[config.mk]
export PLATFORM = sky130hd
export DESIGN_NAME = ics_sequencer
export DESIGN_NICKNAME = d
export VERILOG_FILES = /design/src/include/ics_pkg.sv /design/src/rtl/ics_sequencer.sv
export SDC_FILE = /design/constraint.sdc
export NUM_CORES = 1
export LEC_CHECK = 0
export BUFFER_PORTS_ARGS = -buffer_cell sky130_fd_sc_hd__buf_2
export CAP_MARGIN = 20
export CORE_MARGIN = 2
export CORE_UTILIZATION = 59
export CTS_BUF_LIST = sky130_fd_sc_hd__clkbuf_4
export CTS_CLUSTER_DIAMETER = 40
export DETAILED_ROUTE_END_ITERATION = 7
export PLACE_DENSITY = 0.85
export SKIP_CTS_REPAIR_TIMING = 1
export SYNTH_ARGS = -nofsm -noshare
export SYNTH_HDL_FRONTEND = slang
export SYNTH_SLANG_ARGS = --single-unit
[constraint.sdc]
create_clock -name clk -period 3.58 [get_ports clk]
set_input_delay 0.179 -clock clk [delete_from_list [all_inputs] [get_ports clk]]
set_output_delay 0.179 -clock clk [all_outputs]
set_load 0.01 [all_outputs]
[src/include/ics_pkg.sv]
// Purpose: shared constants and types for the inductive channel sequencer
// Assumes: 16-bit register words, 8-bit register addresses
// Notes: offsets are register addresses on the register port
package ics_pkg;
	localparam int ICS_DATA_W = 16;
	localparam int ICS_ADDR_W = 8;
	localparam int ICS_RES_W = 12;
	localparam int ICS_RAW_W = 16;
	localparam logic [7:0] ICS_OFF_CH0 = 8'h00;
	localparam logic [7:0] ICS_OFF_CH1 = 8'h02;
	localparam logic [7:0] ICS_OFF_CH2 = 8'h04;
	localparam logic [7:0] ICS_OFF_CH3 = 8'h06;
	localparam logic [7:0] ICS_OFF_CFG = 8'h1A;
	localparam logic [7:0] ICS_OFF_MUX = 8'h1B;
	localparam int ICS_SEL_HI = 15;
	localparam int ICS_SEL_LO = 14;
	localparam int ICS_SCAN_BIT = 15;
	localparam int ICS_LIST_HI = 14;
	localparam int ICS_LIST_LO = 13;
	localparam logic [15:0] ICS_CFG_RST = 16'h0000;
	localparam logic [15:0] ICS_MUX_RST = 16'h0000;
	localparam logic [1:0] ICS_LIST_2CH = 2'h0;
	localparam logic [1:0] ICS_LIST_3CH = 2'h1;
	localparam logic [1:0] ICS_LIST_4CH = 2'h2;
	localparam logic [11:0] ICS_UNDER = 12'h000;
	localparam logic [11:0] ICS_OVER = 12'hFFF;
	// Register port request
	typedef struct packed {
		logic wr;
		logic rd;
		logic [7:0] addr;
		logic [15:0] wdata;
	} ics_req_s;
	// One finished measurement from the converter core
	typedef struct packed {
		logic valid;
		logic under;
		logic over;
		logic [15:0] raw;
	} ics_meas_s;
endpackage

[src/rtl/ics_sequencer.sv]
// Purpose: channel sequencing and result registers of the converter
// Assumes: converter core reports one measurement per meas.valid pulse
// Notes: register requests arrive already decoded, on the same clock
`timescale 1ns/100ps
module ics_sequencer
#(
	parameter int NUM_CH = 4
)
(
	input wire logic clk,
	input wire logic reset_n,
	input wire ics_pkg::ics_req_s req,
	input wire ics_pkg::ics_meas_s meas,
	input wire logic ready_clear,
	output logic [15:0] rdata,
	output logic rvalid,
	output logic [3:0] chan_active,
	output logic conv_start,
	output logic result_ready_flag,
	output logic interrupt_out_n
);
	import ics_pkg::*;

	////////////////////////////////////////////////////////////////////
	// Reset release
	logic rst_s1_r;
	logic rst_s2_r;
	always_ff @(posedge clk or negedge reset_n)
	begin
		if (!reset_n)
		begin
			rst_s1_r <= 1'b0;
			rst_s2_r <= 1'b0;
		end
		else
		begin
			rst_s1_r <= 1'b1;
			rst_s2_r <= rst_s1_r;
		end
	end
	wire rst_n = rst_s2_r;

	////////////////////////////////////////////////////////////////////
	// Functions
	// Last channel index of the scan list, limited by the variant
	function automatic logic [1:0] last_chan(input logic [1:0] list);
		logic [1:0] l;
		l = 2'h1;
		case (list)
			ICS_LIST_3CH: l = 2'h2;
			ICS_LIST_4CH: l = 2'h3;
			default: l = 2'h1;
		endcase
		if (NUM_CH < 4)
			l = 2'h1;
		return l;
	endfunction

	// Channel legal in this variant
	function automatic logic chan_ok(input logic [1:0] ch);
		return (NUM_CH >= 4) || (ch < 2'h2);
	endfunction

	////////////////////////////////////////////////////////////////////
	// Registers and sequencing state
	typedef enum logic [1:0] {ICS_IDLE, ICS_START, ICS_CONV} ics_state_e;
	ics_state_e state_r, state_nxt;
	logic [15:0] cfg_r, cfg_nxt;
	logic [15:0] mux_r, mux_nxt;
	logic [11:0] res_r [4];
	logic [11:0] res_nxt [4];
	logic [1:0] cur_r, cur_nxt;
	logic [3:0] act_r, act_nxt;
	logic start_r, start_nxt;
	logic rdy_r, rdy_nxt;
	logic irq_n_r, irq_n_nxt;
	logic [15:0] rdata_r, rdata_nxt;
	logic rvalid_r, rvalid_nxt;

	wire scan_en = mux_r[ICS_SCAN_BIT];
	wire [1:0] sel_ch = cfg_r[ICS_SEL_HI:ICS_SEL_LO];
	wire [1:0] list = mux_r[ICS_LIST_HI:ICS_LIST_LO];
	// single channel choice, legal in variant
	wire [1:0] first_ch = scan_en ? 2'h0 : (chan_ok(sel_ch) ? sel_ch : 2'h0);

	always_comb
	begin
		logic [11:0] code;
		code = 12'h000;
		state_nxt = state_r;
		cfg_nxt = cfg_r;
		mux_nxt = mux_r;
		res_nxt = res_r;
		cur_nxt = cur_r;
		act_nxt = act_r;
		start_nxt = 1'b0;
		rdy_nxt = rdy_r;
		rdata_nxt = rdata_r;
		rvalid_nxt = 1'b0;
		// Configuration writes
		if (req.wr && req.addr == ICS_OFF_CFG)
			cfg_nxt = req.wdata;
		if (req.wr && req.addr == ICS_OFF_MUX)
			mux_nxt = req.wdata;
		// Register reads
		if (req.rd)
		begin
			rvalid_nxt = 1'b1;
			case (req.addr)
				ICS_OFF_CH0: rdata_nxt = {4'h0, res_r[0]};
				ICS_OFF_CH1: rdata_nxt = {4'h0, res_r[1]};
				ICS_OFF_CH2: rdata_nxt = chan_ok(2'h2) ?
					{4'h0, res_r[2]} : 16'h0000;
				ICS_OFF_CH3: rdata_nxt = chan_ok(2'h3) ?
					{4'h0, res_r[3]} : 16'h0000;
				ICS_OFF_CFG: rdata_nxt = cfg_r;
				ICS_OFF_MUX: rdata_nxt = mux_r;
				default: rdata_nxt = 16'h0000;
			endcase
		end
		// ready flag, set wins over clear
		if (ready_clear)
			rdy_nxt = 1'b0;
		case (state_r)
			ICS_IDLE:
			begin
				cur_nxt = first_ch;
				state_nxt = ICS_START;
			end
			ICS_START:
			begin
				act_nxt = 4'h1 << cur_r;
				start_nxt = 1'b1;
				state_nxt = ICS_CONV;
			end
			ICS_CONV:
			begin
				if (meas.valid)
				begin
					code = meas.raw[ICS_RAW_W-1 -: ICS_RES_W];
					if (meas.under)
						code = ICS_UNDER;
					else if (meas.over)
						code = ICS_OVER;
					res_nxt[cur_r] = code;
					rdy_nxt = 1'b1;
					act_nxt = 4'h0;
					state_nxt = ICS_START;
					if (scan_en)
					begin
						if (cur_r >= last_chan(list))
							cur_nxt = 2'h0;
						else
							cur_nxt = cur_r + 2'h1;
					end
					else
						cur_nxt = first_ch;
				end
			end
			default: state_nxt = ICS_IDLE;
		endcase
	end

	assign irq_n_nxt = ~rdy_nxt;

	always_ff @(posedge clk or negedge rst_n)
	begin
		if (!rst_n)
		begin
			state_r <= ICS_IDLE;
			cfg_r <= ICS_CFG_RST;
			mux_r <= ICS_MUX_RST;
			for (int i = 0; i < 4; i++)
				res_r[i] <= 12'h000;
			cur_r <= 2'h0;
			act_r <= 4'h0;
			start_r <= 1'b0;
			rdy_r <= 1'b0;
			irq_n_r <= 1'b1;
			rdata_r <= 16'h0000;
			rvalid_r <= 1'b0;
		end
		else
		begin
			state_r <= state_nxt;
			cfg_r <= cfg_nxt;
			mux_r <= mux_nxt;
			res_r <= res_nxt;
			cur_r <= cur_nxt;
			act_r <= act_nxt;
			start_r <= start_nxt;
			rdy_r <= rdy_nxt;
			irq_n_r <= irq_n_nxt;
			rdata_r <= rdata_nxt;
			rvalid_r <= rvalid_nxt;
		end
	end

	assign rdata = rdata_r;
	assign rvalid = rvalid_r;
	assign chan_active = act_r;
	assign conv_start = start_r;
	assign result_ready_flag = rdy_r;
	assign interrupt_out_n = irq_n_r;

	////////////////////////////////////////////////////////////////////
	// Assertions
	a_one_active: assert property (@(posedge clk) disable iff (!rst_n)
		$onehot0(chan_active))
		else $error("more than one channel active");

	a_single_chan: assert property (@(posedge clk) disable iff (!rst_n)
		(conv_start && !scan_en && chan_ok(sel_ch) && $stable(cfg_r)
		&& $stable(mux_r) && $past(state_r) == ICS_START
		&& $past(cur_r) == $past(first_ch)) |-> chan_active == (4'h1 << sel_ch))
		else $error("single mode on wrong channel");

	a_single_hold: assert property (@(posedge clk) disable iff (!rst_n)
		(state_r == ICS_CONV && meas.valid && !scan_en)
		|=> cur_r == $past(first_ch))
		else $error("single mode left its channel");

	a_scan_step: assert property (@(posedge clk) disable iff (!rst_n)
		(state_r == ICS_CONV && meas.valid && scan_en
		&& cur_r < last_chan(list)) |=> cur_r == $past(cur_r) + 2'h1)
		else $error("scan did not advance");

	a_scan_wrap: assert property (@(posedge clk) disable iff (!rst_n)
		(state_r == ICS_CONV && meas.valid && scan_en
		&& cur_r >= last_chan(list)) |=> cur_r == 2'h0 ##1 conv_start
		&& chan_active == 4'h1)
		else $error("scan did not wrap to channel 0");

	a_list_bound: assert property (@(posedge clk) disable iff (!rst_n)
		(state_r == ICS_CONV && meas.valid && scan_en)
		|=> cur_r <= last_chan($past(list)))
		else $error("channel outside scan list");

	a_result_top: assert property (@(posedge clk) disable iff (!rst_n)
		(state_r == ICS_CONV && meas.valid && !meas.under && !meas.over)
		|=> res_r[$past(cur_r)] == $past(meas.raw[15:4]))
		else $error("result not top twelve bits");

	a_range_code: assert property (@(posedge clk) disable iff (!rst_n)
		(state_r == ICS_CONV && meas.valid && (meas.under || meas.over))
		|=> res_r[$past(cur_r)] == ($past(meas.under) ? ICS_UNDER : ICS_OVER))
		else $error("range code wrong");

	a_variant_lim: assert property (@(posedge clk) disable iff (!rst_n)
		(NUM_CH < 4) |-> chan_active[3:2] == 2'h0)
		else $error("absent channel active");

	a_ready_irq: assert property (@(posedge clk) disable iff (!rst_n)
		(state_r == ICS_CONV && meas.valid) |=> result_ready_flag
		&& !interrupt_out_n)
		else $error("ready flag or interrupt missing");
endmodule

==> results of run 1 <==
where the power goes:
group          switching [W]  total (W)  leakage (nW)  internal (W)
combinational       0.000394   0.000683          1.18      0.000288
clock               0.000393   0.000624        0.0770      0.000231
sequential          0.000192    0.00176          1.44       0.00157
total               0.000979    0.00306          2.70       0.00208
layout make-up:
type	count	area, µm²
inverter	11	41.3
clock inverter	5	60.1
sequential	110	2760
fill	612	2470
timing repair buffer	91	586
clock buffer	11	82.6
multi-input combinational	315	2090
tap	105	131
flip-flops by register name, indices dropped and copies added, names as in the netlist, 2 cells and up:
| name | flops |
|---|---|
| cfg_r | 16 |
| res_r | 48 |
| chan_active | 4 |
| cur_r | 2 |
| rdata | 16 |
| mux_r | 16 |
| state_r | 2 |
cell families after synthesis:
kind of cell | count (synthesis)
compound gates | 111
fa+ha+maj | 7
mux | 52
simple gates | 144
buf+inv | 40
flops | 110
other cells | 1
synthesized netlist by cell type (2+ instances only):
master	number	share of area
or3b_2	2	0.0035
a22oi_1	2	0.0030
a211oi_1	4	0.0060
or4_1	2	0.0030
buf_1	2	0.0015
mux2_2	34	0.076
nor2b_1	2	0.0025
clkbuf_1	20	0.015
ha_1	7	0.017
buf_2	5	0.0050
nor2_1	20	0.015
a2111oi_0	6	0.010
a21oi_1	9	0.0090
o21ai_0	55	0.055
nand3b_1	7	0.010
nand2b_1	6	0.0075
mux2i_1	8	0.016
a32oi_1	3	0.0052
dfrtp_1	109	0.54
nand3_1	23	0.023
a31o_2	3	0.0052
nor3_1	6	0.0060
nor4_1	5	0.0062
inv_1	11	0.0082
nand2_1	63	0.047
o21bai_1	12	0.018
mux2_4	10	0.030
a41oi_1	2	0.0035
a31oi_1	12	0.015
stage by stage:
step,cell area [µm²],util,total power [W],instances
6_report,5750,0.700,0.00306,648
5_1_grt,5750,0.700,0.00327,648
4_1_cts,5520,0.672,0.00305,627
3_5_place_dp,5380,0.655,0.00244,611
3_3_place_gp,5380,0.655,0.00238,611
2_1_floorplan,5010,-,0.00220,465
per-layer routing:
metal	wire, µm	vias up	GRT usage
li1	-	1804	-
met1	5030	1903	0.360
met2	5160	124	0.381
met3	559	22	0.0501
met4	166	0	0.0750
met5	0	-	0
worst paths after layout:
kind,start,end,slack [ns]
setup reg to reg,mux_r[14],cur_r[1],1.60
hold reg to reg,rst_n,result_ready_flag,0.23
min in group asynchronous,rst_n,result_ready_flag,0.23
max in group asynchronous,rst_n,res_r[44],2.40
hold / removal,meas[6],res_r[26],0.07
setup / recovery,mux_r[14],cur_r[1],1.60
worst min-delay path, stage by stage:
cell	delay [ns]
buf_2	0.08
o21bai_1	0.10
o21ai_0	0.16
==> run summary, run 1 <==
CTS tree: done
Synth Register Bits: 110
Leak Pwr: 2.70 nW
WP data arrival: 2.39 ns
simple-gate share of the synthesized area: 0.142
hold path depth: 3
XOR/XNOR Fraction of Synth Area: 0
Mean Syn Cell Area: 10.8 µm²
status: completed
P per Cell Area: 533 mW/mm²
Slew Viols, Final: 0
adder-cell area share of the yosys netlist: 0.0175
most frequent cells in the layout: dfrtp_1 (108), buf_2 (67), nand2_1 (63), o21ai_0 (55), mux2_2 (34)
Core Rows: 33
DRT Pass-1 Iters: 5
Bufs on Longest Clock Path: 2
Slew headroom: 0.501
DP Worst Slack: 1.39 ns
Tot GR Track Use: 0.249
Buffers on Ports: 67
critical path depth in cells: 8
CP delay by family, top: compound AO/OA/AOI/OAI gates
clock latency on the worst-skew pair: 0.46 ns
vias: 3853
unrepaired setup endpoints after global routing: false
CP required: 3.98 ns
initial antenna violation count: 0
core box area: 0.00822 mm²
Final GP Congestion: 0.804
worst slew pin tran: 0.747 ns
Critical Path End Type: register
I/O Pins: 72
syn_nets: 520
Async S/R FF share, synth: 1.00
Cell Area, Synth: 0.00501 mm²
Setup-failing EPs final: 0
Max-cap violations: 0
Clock Tree Root: clkbuf_4
antenna fix cells: 0
number of global-route vias before repair: 3502
maximum VDD drop: 0.236 mV
YS warnings: 0
commonest non-fill, non-tap cell in the layout: dfrtp_1
chip height: 96.2 µm
critical path's slowest cell: a2111oi_0
Unique masters post-synth: 44
first-pass GRT wire length: 17500 µm
kind of critical path: reg -> reg
CP Buf/Inv Count: 2
min Tclk post-route: 1.98 ns
HP Class: in -> reg
Area Overhead vs Synth: 14.7%
crit path launch type: register
final worst slack: 1.60 ns
mux contribution to synthesized area: 0.122
final net count: 593
max incr delay on CP: 0.55 ns
Reg clk slew, reported paths: 0.16 ns
Clock Skew: 0.0118 ns
worst hold margin: 0.0663 ns
sequential area share after synthesis: 0.549
post-DR wirelength/cell: 16.9 µm
First DRT Iteration DRCs: 346
setup_tns: 0 ns
Fin. Hold Viols: 0
Initial Util: 0.610
cts bufs inserted: 9
cell count after synthesis: 465
compound-gate portion of the synthesized area: 0.135
clock sinks: 110
DIE AREA: 0.00925 mm²
Detailed Route WL: 10900 µm
largest net degree at the start of global routing: 85
drt via density: 5.95
max frequency: 504 MHz
DR DRC count: 0
Die Width: 96.2 µm
antenna-violating nets left: 0
Tcrit/Tclk final: 0.554
layout cell share with drive strength beyond 1: 0.262
GRT overflow: 0
Crit Path Max Fanout: 3
CP cell instances: inv_1 > ha_1 > inv_1 > ha_1 > nand2b_1 > a2111oi_0 > a22oi_1 > a21oi_1
number of flops mapped to enable cells by yosys: 0
r2r worst-path depth: 8
Main synth FF type: dfrtp_1
H-tree depth: 3
largest family of logic cells by synthesized area: simple AND/OR/NAND/NOR gates
detailed placement HPWL: 7370 µm
(Power assumes the default switching activity.)
==> run 2, diff against run 1 <==
--- a/config.mk
+++ b/config.mk
@@ -8,11 +8,11 @@
 export BUFFER_PORTS_ARGS = -buffer_cell sky130_fd_sc_hd__buf_2
 export CAP_MARGIN = 20
 export CORE_MARGIN = 2
-export CORE_UTILIZATION = 59
+export CORE_UTILIZATION = 53
 export CTS_BUF_LIST = sky130_fd_sc_hd__clkbuf_4
 export CTS_CLUSTER_DIAMETER = 40
 export DETAILED_ROUTE_END_ITERATION = 7
-export PLACE_DENSITY = 0.85
+export PLACE_DENSITY = 0.81
 export SKIP_CTS_REPAIR_TIMING = 1
 export SYNTH_ARGS = -nofsm -noshare
 export SYNTH_HDL_FRONTEND = slang
==> constraint.sdc (replaced) <==
create_clock -name clk -period 1.6 [get_ports clk]
set_input_delay 0.08 -clock clk [delete_from_list [all_inputs] [get_ports clk]]
set_output_delay 0.08 -clock clk [all_outputs]
set_load 0.01 [all_outputs]
==> run summary, run 2 (synthesized netlist as in run 1, its figures left out) <==
Final GP Congestion: 0.851 (+5.8%)
max frequency: 589 MHz (+17%)
largest net degree at the start of global routing: 35 (-59%)
chip height: 101 µm (+5.3%)
sw frac: 0.332 (+0.0127)
hold path depth: 3 (unchanged)
CP Buf/Inv Count: 2 (unchanged)
WHS Endpoint: res_r[46]
failing checks: hold timing, setup timing
maximum VDD drop: 0.514 mV (+120%)
P per Cell Area: 1140 mW/mm² (+110%)
antenna fix cells: 0 (unchanged)
Core Rows: 35 (+6.1%)
First DRT Iteration DRCs: 228 (-34%)
Clk pwr share: 0.182 (-0.022)
Setup-failing EPs final: 2 (+2)
CP delay by family, top: compound AO/OA/AOI/OAI gates
sequential share of power: 0.561 (-0.013)
vias: 3938 (+2.2%)
Leak Pwr: 2.88 nW (+6.6%)
Tcrit/Tclk final: 1.06 (+0.507)
WP data arrival: 2.10 ns (-0.29 ns)
status: finished with violations
Reg2Reg Launch Point: mux_r[14]
Clock Skew: 0.0167 ns (+0.00490 ns)
min-delay src: meas[14]
CTS tree: done
flop-to-flop setup slack: -0.1 ns (-1.69 ns)
clock latency on the worst-skew pair: 0.47 ns (about the same)
clock sinks: 110 (unchanged)
final worst slack: -0.0980 ns (-1.69 ns)
Fin. Hold Viols: 1 (+1)
P_int: 0.00465 W (+120%)
DR DRC count: 0 (unchanged)
Critical Path End Type: register
filler cell count: 710 (+16%)
drt via density: 5.72 (-3.7%)
Reg clk slew, reported paths: 0.16 ns (about the same)
Bufs on Longest Clock Path: 2 (unchanged)
Die Width: 101 µm (+5.3%)
GRT overflow: 0 (unchanged)
first-pass GRT wire length: 18500 µm (+6.0%)
worst hold margin: -0.00442 ns (-0.0707 ns)
core box area: 0.00920 mm² (+12%)
initial antenna violation count: 0 (unchanged)
HP Class: in -> reg
layout cell share with drive strength beyond 1: 0.303 (+0.0418)
Max-cap violations: 0 (unchanged)
Gate power share: 0.257 (+0.034)
I/O Pins: 72 (unchanged)
Clock Tree Root: clkbuf_4
CP required: 2.00 ns (-1.98 ns)
kind of critical path: reg -> reg
final net count: 627 (+5.7%)
Pwr Total: 0.00696 W (+130%)
critical path's slowest cell: dfrtp_1
max reg flops: 48 (unchanged)
DP Worst Slack: -0.115 ns (-1.51 ns)
Initial Util: 0.545 (-0.0650)
post-DR wirelength/cell: 16.9 µm (about the same)
antenna-violating nets left: 0 (unchanged)
DRT Pass-1 Iters: 4 (-1)
RR Endpoint: cur_r[0]
max incr delay on CP: 0.41 ns (-0.14 ns)
switching power total: 0.00231 W (+140%)
Tot GR Track Use: 0.231 (-0.0179)
unrepaired setup endpoints after global routing: true
cts bufs inserted: 9 (unchanged)
most frequent cells in the layout: dfrtp_1 (108), buf_2 (67), nand2_1 (63), o21ai_0 (55), mux2_2 (34)
Area Overhead vs Synth: 22.4%
detailed placement HPWL: 8170 µm (+11%)
H-tree depth: 3 (unchanged)
CP cell instances: inv_1 > ha_2 > inv_2 > ha_4 > nand2b_4 > a2111oi_4 > a22oi_1 > a21oi_1
number of global-route vias before repair: 3806 (+8.7%)
crit path launch type: register
Crit Path Max Fanout: 2 (-1)
Detailed Route WL: 11600 µm (+6.2%)
largest register by flop count: res_r
commonest non-fill, non-tap cell in the layout: dfrtp_1
r2r worst-path depth: 8 (unchanged)
min Tclk post-route: 1.70 ns (-0.287 ns)
Core Util, Final: 0.667 (-0.0328)
Buffers on Ports: 67 (unchanged)
Slew Viols, Final: 0 (unchanged)
DIE AREA: 0.0103 mm² (+11%)
[run 2: stage by stage]
step	setup TNS [ns]	instance area (µm²)	std cells
floorplan	-0.469	5030	465
global placement	-0.0803	5670	644
detailed placement	-0.537	5670	644
CTS	-0.242	5790	660
global route	-0.293	6130	688
finish	-0.155	6130	688
[run 2: cell type report]
| type | instances | area [µm²] | area share |
|---|---|---|---|
| Clock inverter | 6 | 47.5 | 0.00775 |
| Inverter | 11 | 41.3 | 0.00673 |
| Clock buffer | 10 | 75.1 | 0.0122 |
| Multi-Input combinational cell | 315 | 2160 | 0.352 |
| Tap cell | 111 | 139 | 0.0226 |
| Timing Repair Buffer | 125 | 916 | 0.149 |
| Sequential cell | 110 | 2760 | 0.450 |
[run 2: worst max path at each step]
| stage | from | end | slack, ns | cells after the start |
|---|---|---|---|---|
| 5_1_grt | mux_r[14] | cur_r[0] | -0.15 | 8 |
| 3_3_place_gp | mux_r[13] | cur_r[0] | -0.04 | 5 |
| 3_5_place_dp | mux_r[13] | cur_r[0] | -0.11 | 5 |
| 6_report | mux_r[14] | cur_r[0] | -0.1 | 8 |
| 2_1_floorplan | req[21] | mux_r[10] | -0.04 | 6 |
| 4_1_cts | mux_r[13] | cur_r[0] | -0.12 | 5 |
[run 2: metal layers]
| layer | routed length [µm] | track usage | up-vias | share of wire |
|---|---|---|---|---|
| li1 | - | - | 1871 | - |
| met5 | 0 | 0 | - | 0 |
| met1 | 5530 | 0.329 | 1945 | 0.48 |
| met4 | 158 | 0.0769 | 0 | 0.014 |
| met3 | 438 | 0.0338 | 13 | 0.038 |
| met2 | 5480 | 0.367 | 109 | 0.47 |
[run 2: power groups by stage]
stage	Combinational, W	Clock (W)	Sequential [W]
finish	0.00179	0.00127	0.00391
global route	0.00202	0.00140	0.00400
CTS	0.00166	0.00128	0.00390
detailed placement	0.00164	0	0.00396
global placement	0.00155	0	0.00392
floorplan	0.000991	0	0.00394
[run 2: tightest hold or removal path: cells and delay by family]
kind	cells	cell delay (ns)
AO/OA/AOI/OAI	2	0.26
buffers and inverters	1	0.08
